`config.mk`:
```
export PLATFORM = sky130hd
export DESIGN_NAME = pmat_master
export DESIGN_NICKNAME = d
export VERILOG_FILES = /design/src/include/pmat_pkg.sv /design/src/hdl/pmat_master.sv
export SDC_FILE = /design/constraint.sdc
export NUM_CORES = 1
export LEC_CHECK = 0
export BUFFER_PORTS_ARGS = -buffer_cell sky130_fd_sc_hd__buf_4
export CORE_MARGIN = 1
export CORE_UTILIZATION = 49
export DETAILED_ROUTE_END_ITERATION = 10
export PLACE_DENSITY = 0.77
export SYNTH_ARGS = -nofsm -noshare
export SYNTH_HDL_FRONTEND = slang
export SYNTH_SLANG_ARGS = --single-unit
```
`constraint.sdc`:
```
create_clock -name ref_clk -period 3.1 [get_ports ref_clk]
set_input_delay 0.31 -clock ref_clk [delete_from_list [all_inputs] [get_ports ref_clk]]
set_output_delay 0.31 -clock ref_clk [all_outputs]
set_load 0.01 [all_outputs]
```
`src/include/pmat_pkg.sv`:
```
// Shared constants and types for the parallel master address and timing block
package pmat_pkg;

  // Address/data multiplex settings
  localparam logic [1:0] MUX_DEMUX = 2'h0;
  localparam logic [1:0] MUX_PARTIAL = 2'h1;
  localparam logic [1:0] MUX_FULL8 = 2'h2;
  localparam logic [1:0] MUX_FULL16 = 2'h3;

  // Address phase lengths in ref_clk cycles
  localparam logic [4:0] ADDR_CYC_DEMUX = 5'h00;
  localparam logic [4:0] ADDR_CYC_PARTIAL = 5'h03;
  localparam logic [4:0] ADDR_CYC_FULL8 = 5'h06;
  localparam logic [4:0] ADDR_CYC_FULL16 = 5'h03;

  // Address latch pulse positions inside the address phase
  localparam logic [4:0] LATCH_LOW_CYC = 5'h01;
  localparam logic [4:0] LATCH_HIGH_CYC = 5'h04;
  localparam logic [4:0] HIGH_BYTE_START = 5'h03;

  // Setup and strobe lengths without wait states
  localparam logic [4:0] SETUP_CYC = 5'h01;
  localparam logic [4:0] STROBE_CYC = 5'h01;
  localparam logic [4:0] HOLD_CYC = 5'h01;

  // Strobe extension with wait states enabled
  localparam logic [4:0] WAIT_EXT_DEMUX = 5'h04;
  localparam logic [4:0] WAIT_EXT_PARTIAL = 5'h05;
  localparam logic [4:0] WAIT_EXT_FULL8 = 5'h06;
  localparam logic [4:0] WAIT_EXT_FULL16 = 5'h05;

  // Address bit positions shared with chip selects
  localparam int CS_UPPER_BIT = 15;
  localparam int CS_LOWER_BIT = 14;

  // Reset values
  localparam logic [15:0] ADDR_RESET = 16'h0000;
  localparam logic [15:0] DATA_RESET = 16'h0000;

  // Bus cycle phases
  typedef enum logic [4:0] {
    PH_IDLE = 5'h01,
    PH_ADDR = 5'h02,
    PH_SETUP = 5'h04,
    PH_STROBE = 5'h08,
    PH_HOLD = 5'h10
  } pmat_phase_t;

endpackage

```
`src/hdl/pmat_master.sv`:
```
// Parallel master port: address, chip selects and read/write cycle sequencing
// Operation
// - Chip selects share A15/A14; lower-only unsupported
// - Both selects may assert together; software avoids
// - Select active only when its address bit set
// - Zero select bits still drive address 13:0
// - Auto-increment leaves chip-select bits unchanged
// - Multiplexed address phase forces select bits zero
// - Chip selects limit range to 16K/32K
// - No chip selects gives full 64K range
// - Data register access starts read or write
// - Busy clears one cycle before cycle end
// - Demultiplexed read 2, write 3 cycles
// - Partial mux puts address 7:0 on data
// - Partial mux read 5, write 6 cycles
// - Full 8-bit mux sends all sixteen bits
// - Full 8-bit mux read 8, write 9
// - Wait reads last 6, 10, 14 cycles
// - Wait writes last 7, 11, 15 cycles
// - Writes end with one data hold cycle
// - Eight-bit mode leaves data 15:8 undriven, except with full 16-bit mux
// - Full 16-bit mux read 5, write 6
// - Accesses while busy are ignored
module pmat_master #(
  parameter int ADDR_W = 16,
  parameter int DATA_W = 16
) (
  input wire logic ref_clk,
  input wire logic rst,
  input wire logic [1:0] addr_mux_select,
  input wire logic mode16,
  input wire logic wait_enable,
  input wire logic auto_inc_enable,
  input wire logic cs_upper_enable,
  input wire logic cs_lower_enable,
  input wire logic addr_wr,
  input wire logic [ADDR_W-1:0] addr_wdata,
  input wire logic data_wr,
  input wire logic [DATA_W-1:0] data_wdata,
  input wire logic data_rd,
  input wire logic [DATA_W-1:0] ext_data_in,
  output logic [DATA_W-1:0] bus_data_reg,
  output logic [ADDR_W-1:0] bus_address_reg,
  output logic busy,
  output logic cfg_unsupported,
  output logic [13:0] ext_address_lines,
  output logic upper_chip_select,
  output logic lower_chip_select,
  output logic [DATA_W-1:0] ext_data_lines,
  output logic ext_data_oe_low,
  output logic ext_data_oe_high,
  output logic read_strobe,
  output logic write_strobe,
  output logic addr_latch_low,
  output logic addr_latch_high
);

  // Address phase length per multiplex setting
  function automatic logic [4:0] addr_cycles(input logic [1:0] mux);
    case (mux)
      pmat_pkg::MUX_PARTIAL: addr_cycles = pmat_pkg::ADDR_CYC_PARTIAL;
      pmat_pkg::MUX_FULL8: addr_cycles = pmat_pkg::ADDR_CYC_FULL8;
      pmat_pkg::MUX_FULL16: addr_cycles = pmat_pkg::ADDR_CYC_FULL16;
      default: addr_cycles = pmat_pkg::ADDR_CYC_DEMUX;
    endcase
  endfunction

  // Strobe length, stretched when wait states are on
  function automatic logic [4:0] strobe_cycles(input logic [1:0] mux, input logic wt);
    logic [4:0] ext;
    ext = 5'h00;
    case (mux)
      pmat_pkg::MUX_PARTIAL: ext = pmat_pkg::WAIT_EXT_PARTIAL;
      pmat_pkg::MUX_FULL8: ext = pmat_pkg::WAIT_EXT_FULL8;
      pmat_pkg::MUX_FULL16: ext = pmat_pkg::WAIT_EXT_FULL16;
      default: ext = pmat_pkg::WAIT_EXT_DEMUX;
    endcase
    strobe_cycles = wt ? 5'(pmat_pkg::STROBE_CYC + ext) : pmat_pkg::STROBE_CYC;
  endfunction

  // Lower select alone is not a legal setting; it acts as an address line
  logic cs_up_en;
  logic cs_lo_en;
  assign cs_up_en = cs_upper_enable;
  assign cs_lo_en = cs_lower_enable & cs_upper_enable;

  // Cycle state
  pmat_pkg::pmat_phase_t phase;
  pmat_pkg::pmat_phase_t next_phase;
  logic [4:0] cnt;
  logic [4:0] next_cnt;
  logic active;
  logic next_active;
  logic is_write;
  logic [4:0] len;
  logic [4:0] apl;
  logic [4:0] strb_end;
  logic [1:0] mux;
  logic wide;
  logic [DATA_W-1:0] wdata;

  logic start;
  logic finish;
  assign start = !busy && (data_wr || data_rd);
  assign finish = active && (cnt == 5'(len - 5'h01));

  // Cycle lengths captured at start: address + setup + strobe (+ hold)
  logic [4:0] new_apl;
  logic [4:0] new_strb;
  logic [4:0] new_len;
  always_comb
  begin
    new_apl = addr_cycles(addr_mux_select);
    new_strb = 5'(new_apl + pmat_pkg::SETUP_CYC + strobe_cycles(addr_mux_select, wait_enable));
    new_len = data_wr ? 5'(new_strb + pmat_pkg::HOLD_CYC) : new_strb;
  end

  always_ff @(posedge ref_clk or posedge rst)
  begin
    if (rst)
    begin
      is_write <= 1'b0;
      len <= 5'h00;
      apl <= 5'h00;
      strb_end <= 5'h00;
      mux <= pmat_pkg::MUX_DEMUX;
      wide <= 1'b0;
      wdata <= pmat_pkg::DATA_RESET;
    end
    else if (start)
    begin
      is_write <= data_wr;
      len <= new_len;
      apl <= new_apl;
      strb_end <= new_strb;
      mux <= addr_mux_select;
      // Full 8-bit mux always runs a byte-wide bus
      wide <= (addr_mux_select == pmat_pkg::MUX_FULL16) ||
              (mode16 && addr_mux_select != pmat_pkg::MUX_FULL8);
      if (data_wr)
      begin
        wdata <= data_wdata;
      end
    end
  end

  // Next cycle position
  always_comb
  begin
    next_active = active;
    next_cnt = cnt;
    if (start)
    begin
      next_active = 1'b1;
      next_cnt = 5'h00;
    end
    else if (finish)
    begin
      next_active = 1'b0;
      next_cnt = 5'h00;
    end
    else if (active)
    begin
      next_cnt = 5'(cnt + 5'h01);
    end
  end

  // Phase decode of the next position, with start-time values when starting
  logic [4:0] d_apl;
  logic [4:0] d_strb;
  logic [4:0] d_len;
  logic d_write;
  logic [1:0] d_mux;
  always_comb
  begin
    d_apl = start ? new_apl : apl;
    d_strb = start ? new_strb : strb_end;
    d_len = start ? new_len : len;
    d_write = start ? data_wr : is_write;
    d_mux = start ? addr_mux_select : mux;
    if (!next_active)
      next_phase = pmat_pkg::PH_IDLE;
    else if (next_cnt < d_apl)
      next_phase = pmat_pkg::PH_ADDR;
    else if (next_cnt < 5'(d_apl + pmat_pkg::SETUP_CYC))
      next_phase = pmat_pkg::PH_SETUP;
    else if (next_cnt < d_strb)
      next_phase = pmat_pkg::PH_STROBE;
    else
      next_phase = pmat_pkg::PH_HOLD;
  end

  always_ff @(posedge ref_clk or posedge rst)
  begin
    if (rst)
    begin
      active <= 1'b0;
      cnt <= 5'h00;
      phase <= pmat_pkg::PH_IDLE;
    end
    else
    begin
      active <= next_active;
      cnt <= next_cnt;
      phase <= next_phase;
    end
  end

  // Busy set by the starting access, dropped in the last cycle
  always_ff @(posedge ref_clk or posedge rst)
  begin
    if (rst)
      busy <= 1'b0;
    else
      busy <= next_active && (next_cnt != 5'(d_len - 5'h01));
  end

  // Address register; writes while busy are dropped
  logic [ADDR_W-1:0] inc_mask;
  logic [ADDR_W-1:0] inc_addr;
  always_comb
  begin
    inc_mask = '1;
    inc_mask[pmat_pkg::CS_UPPER_BIT] = !cs_up_en;
    inc_mask[pmat_pkg::CS_LOWER_BIT] = !cs_lo_en;
    // Select bits kept out of the count so a carry cannot move the device
    inc_addr = ((bus_address_reg & inc_mask) + ADDR_W'(1)) & inc_mask;
    inc_addr = inc_addr | (bus_address_reg & ~inc_mask);
  end

  always_ff @(posedge ref_clk or posedge rst)
  begin
    if (rst)
      bus_address_reg <= pmat_pkg::ADDR_RESET;
    else if (addr_wr && !busy)
      bus_address_reg <= addr_wdata;
    else if (finish && auto_inc_enable)
      bus_address_reg <= inc_addr;
  end

  // Read data latched at the end of the strobe; software sees it next read
  always_ff @(posedge ref_clk or posedge rst)
  begin
    if (rst)
      bus_data_reg <= pmat_pkg::DATA_RESET;
    else if (finish && !is_write)
      bus_data_reg <= wide ? ext_data_in : {8'h00, ext_data_in[7:0]};
  end

  // Address as sent on the data bus, select bits zeroed
  logic [ADDR_W-1:0] mux_addr;
  always_comb
  begin
    mux_addr = bus_address_reg;
    mux_addr[pmat_pkg::CS_UPPER_BIT] = bus_address_reg[pmat_pkg::CS_UPPER_BIT] & !cs_up_en;
    mux_addr[pmat_pkg::CS_LOWER_BIT] = bus_address_reg[pmat_pkg::CS_LOWER_BIT] & !cs_lo_en;
  end

  // Next pin values
  logic [DATA_W-1:0] next_data;
  logic next_oe_low;
  logic next_oe_high;
  logic next_al;
  logic next_ah;
  logic d_wide;
  always_comb
  begin
    d_wide = start ? ((addr_mux_select == pmat_pkg::MUX_FULL16) ||
                      (mode16 && addr_mux_select != pmat_pkg::MUX_FULL8)) : wide;
    next_data = '0;
    next_oe_low = 1'b0;
    next_oe_high = 1'b0;
    next_al = 1'b0;
    next_ah = 1'b0;
    case (next_phase)
      pmat_pkg::PH_ADDR:
      begin
        next_oe_low = 1'b1;
        if (d_mux == pmat_pkg::MUX_FULL16)
        begin
          next_data = DATA_W'(mux_addr);
          next_oe_high = 1'b1;
          next_al = (next_cnt == pmat_pkg::LATCH_LOW_CYC);
        end
        else if (d_mux == pmat_pkg::MUX_FULL8 && next_cnt >= pmat_pkg::HIGH_BYTE_START)
        begin
          next_data = {8'h00, mux_addr[15:8]};
          next_ah = (next_cnt == pmat_pkg::LATCH_HIGH_CYC);
        end
        else
        begin
          next_data = {8'h00, mux_addr[7:0]};
          next_al = (next_cnt == pmat_pkg::LATCH_LOW_CYC);
        end
      end
      pmat_pkg::PH_SETUP, pmat_pkg::PH_STROBE, pmat_pkg::PH_HOLD:
      begin
        if (d_write)
        begin
          next_data = start ? data_wdata : wdata;
          next_oe_low = 1'b1;
          next_oe_high = d_wide;
          if (!d_wide)
          begin
            next_data[15:8] = 8'h00;
          end
        end
      end
      default: next_data = '0;
    endcase
  end

  // Pin registers
  always_ff @(posedge ref_clk or posedge rst)
  begin
    if (rst)
    begin
      ext_data_lines <= '0;
      ext_data_oe_low <= 1'b0;
      ext_data_oe_high <= 1'b0;
      addr_latch_low <= 1'b0;
      addr_latch_high <= 1'b0;
      read_strobe <= 1'b0;
      write_strobe <= 1'b0;
    end
    else
    begin
      ext_data_lines <= next_data;
      ext_data_oe_low <= next_oe_low;
      ext_data_oe_high <= next_oe_high;
      addr_latch_low <= next_al;
      addr_latch_high <= next_ah;
      read_strobe <= (next_phase == pmat_pkg::PH_STROBE) && !d_write;
      write_strobe <= (next_phase == pmat_pkg::PH_STROBE) && d_write;
    end
  end

  // Address lines and shared select pins
  always_ff @(posedge ref_clk or posedge rst)
  begin
    if (rst)
    begin
      ext_address_lines <= 14'h0000;
      upper_chip_select <= 1'b0;
      lower_chip_select <= 1'b0;
      cfg_unsupported <= 1'b0;
    end
    else
    begin
      // Low lines always carry the address, select or not
      ext_address_lines <= bus_address_reg[13:0];
      // Both selects can fire together if both bits are set
      upper_chip_select <= cs_up_en ? (next_active && bus_address_reg[pmat_pkg::CS_UPPER_BIT])
        : bus_address_reg[pmat_pkg::CS_UPPER_BIT];
      lower_chip_select <= cs_lo_en ? (next_active && bus_address_reg[pmat_pkg::CS_LOWER_BIT])
        : bus_address_reg[pmat_pkg::CS_LOWER_BIT];
      cfg_unsupported <= cs_lower_enable && !cs_upper_enable;
    end
  end

endmodule

```
==> results.ini <==
[layout]
layout-area-overhead-vs-synth_pct=34.3
layout.nets=756
num_antenna_cells=0
final-instance-count-excl-fill=838
fin_util_pct=67.4
drive_gt1_share_pct=37.8
n_fill_cell=820
post-route-cell-area_sq_um=7660

[power_and_ir_drop]
pwr_density_nw_per_um2=1220
p_total_mw=9.32
peakVddDrop_mv=0.698
p_leak_nw=3.65

[route]
drt-wirelength-per-cell_microns=18.1
remaining_drc_errors=0
drt_iter0_markers=358
drt_first_pass_iters=5
drtAntennaViolNets=0
postRouteWirelength_microns=15200
detailroute.via_count=4670
vias_per_cell=5.57

[sta]
rsz0062_at_grt=yes
setup_total_negative_slack_ns=0
report.final.hold_viol_count=0
slew_violations=0
final_setup_skew_ns=0.0103
worst_max_slew_margin_expressed_relative_to_the_limit_pct=25.9
finalHoldWorstSlack_ns=0.103
achievable-frequency_mhz=323
time_the_final_worst_path_needs_with_i_o_delays_and_setup_ns=3.10
setup_viol=0
setup_ws_ns=0.00349
worst_slew_pin_slew_ns=1.11
fin_crit_sh_pct=99.9

[global_routing]
grt_first_pass_wirelength_microns=23000
global_route.usage.total_pct=25.7
maximum_number_of_pins_on_one_net_before_global_route_repair=40
grt_antenna_before_repair=0
first_global_vias=4609
globalRoute.totalOverflow=0

[floorplanning]
io_pins=132
chipWidth_microns=110
start_util_pct=50.2
die_area_sq_um=12100
std_cell_rows=39
core_area_sq_um=11400
die-height_microns=110

[cts]
clockBufferDepth=2
cts_buffers=17
cts_htree_levels=4
clk_latency_ns=0.42
clock_pin_slew_worst_setup_and_hold_paths_ns=0.05
tritoncts=built
cts_root_buffer=sky130_fd_sc_hd__clkbuf_16
clock_sinks=113

[yosys]
synth_enable_flop_cells=0
sequential_cell_area_fraction_in_the_yosys_report_pct=49.6
yosysUniqueCellTypes=67
asyncSetResetFlopFracSynth_pct=100
ys_dominant_reg_cell=sky130_fd_sc_hd__dfrtp_1
syn_area_per_cell_sq_um=11.0
synth.yosys.warnings=0
post_synth_instance_area_sq_um=5710
synth_nets=594
postSynthCellCount=520
yosys_register_bits=113

[setup_path]
startpoint_type=flip-flop
worstSetupEndpointType=flip-flop
top_cell_by_count_worst_path=sky130_fd_sc_hd__o21a_1
slowest_stage=sky130_fd_sc_hd__dfrtp_2
crit_chain=nor2b_1, or3_4, a311oi_4, a2bb2oi_2, nor2_2, ha_1, o21a_1, o21a_1, o211ai_2, a211o_1, buf_2, o32ai_2
worst_ep_required_time_ns=3.41
timing.critical_path.slowest_cell_delay_ns=0.44
cp_max_fo=6
worst-path-buf-inv=1
timing.critical_path.arrival_ns=3.41
critical-path-top-delay-family=compound AO/OA/AOI/OAI gates
timing.setup.critical_path_class=reg2reg

[run]
maxCapViolCount=0

[placed_design]
place.detailed.hpwl_microns=10700
placedInstanceArea_sq_um=6970
preCtsSetupSlack_ns=0.00494
last_weighted_congestion_value_of_the_routability_driven_placer=0.875
place.port_buffers=131
place.detailed.instances=798

[hold_path]
hp-class=in2reg

[status]
run_status=finished clean

tightest hold or removal path, cell delays in order:
cell and delay [ns]:
sky130_fd_sc_hd__buf_4 0.08, sky130_fd_sc_hd__nand2_1 0.03, sky130_fd_sc_hd__o21ai_0 0.06
path summary, 6_finish.rpt:
kind	start	end	slack, ns	depth (start not counted)
max	len[2]	ext_data_lines[15]	0.003	12
min	addr_wdata[8]	bus_address_reg[8]	0.10	3
max reg2reg	len[2]	ext_data_lines[15]	0.003	12
min reg2reg	strb_end[4]	strb_end[4]	0.46	2
max in group asynchronous	rst	bus_data_reg[1]	1.82	4
min in group asynchronous	rst	busy	0.52	3
layout by cell type, fill, tap and decap left out, drive strengths merged, types with 9 or more instances in the layout:
cell type,Yosys,layout
clkbuf,8,23
nor2,26,26
nand2,65,65
buf,13,163
nand4,10,10
mux2i,28,28
nand3,10,10
ha,14,14
nor3,9,9
mux2,30,30
o21ai,30,30
o22ai,9,9
a21oi,16,16
inv,32,31
xor2,11,11
dfrtp,113,113
xnor2,19,19
cell type report:
| class | count | area [sq um] | area share [%] |
|---|---|---|---|
| sequential | 113 | 2830 | 36.9 |
| multi-input combinational | 354 | 2740 | 35.8 |
| timing repair buffer | 164 | 1250 | 16.3 |
| clock buffer | 23 | 478 | 6.24 |
| tap | 143 | 179 | 2.34 |
| inverter | 32 | 124 | 1.62 |
| clock inverter | 9 | 58.8 | 0.768 |
Yosys cell counts, types with 4 or more instances:
cell type	number	area share, %
sky130_fd_sc_hd__o22ai_1	8	0.88
sky130_fd_sc_hd__o21ai_0	26	2.3
sky130_fd_sc_hd__mux2_2	24	4.7
sky130_fd_sc_hd__dfrtp_1	113	50
sky130_fd_sc_hd__buf_6	6	1.2
sky130_fd_sc_hd__xor2_1	11	1.7
sky130_fd_sc_hd__nand4_1	8	0.88
sky130_fd_sc_hd__buf_2	7	0.61
sky130_fd_sc_hd__clkbuf_1	8	0.53
sky130_fd_sc_hd__inv_1	32	2.1
sky130_fd_sc_hd__o32ai_1	8	1.2
sky130_fd_sc_hd__nor2b_1	7	0.77
sky130_fd_sc_hd__nand2b_1	5	0.55
sky130_fd_sc_hd__nand3_1	8	0.70
sky130_fd_sc_hd__o21a_1	7	0.92
sky130_fd_sc_hd__a21oi_1	13	1.1
sky130_fd_sc_hd__ha_1	14	3.1
sky130_fd_sc_hd__mux2_4	4	1.1
sky130_fd_sc_hd__xnor2_1	19	2.9
sky130_fd_sc_hd__nor3_1	8	0.70
sky130_fd_sc_hd__nor2_1	25	1.6
sky130_fd_sc_hd__nand2_1	65	4.3
sky130_fd_sc_hd__mux2i_1	28	4.9
routing by layer:
metal / up-vias / global-route usage [%] / wire (microns)
li1: 2146 / - / -
met1: 2301 / 32.3 / 6330
met2: 195 / 42.5 / 7510
met3: 28 / 6.16 / 1060
met4: 0 / 10.0 / 307
met5: - / 0 / 0
power by group:
part,total [mW],switching [mW],internal (mW)
clock network,1.74,0.667,1.08
logic,4.90,2.58,2.31
registers,2.68,0.534,2.15
total,9.32,3.79,5.54
logic make-up (layout without fill, tap and decap cells):
kind of cell	Yosys count	after routing	synth area share, %
compound gates	96	96	12.4
xor+xnor	31	31	5.02
fa+ha+maj	14	14	3.07
buf+inv	53	228	4.43
flops	113	113	49.6
mux	58	58	11.1
simple gates	155	155	14.4
timing repair:
| action | CTS | global route |
|---|---|---|
| gates cloned | 0 | 1 |
| endpoints found under the setup margin | 8 | 15 |
| hold buffers | 1 | 0 |
| gates resized for setup | 0 | 15 |
| endpoints found under the hold margin | 20 | 0 |
| pin swaps | 0 | 4 |
| setup buffers | 1 | 5 |
Power figures use the tool's default switching activity.
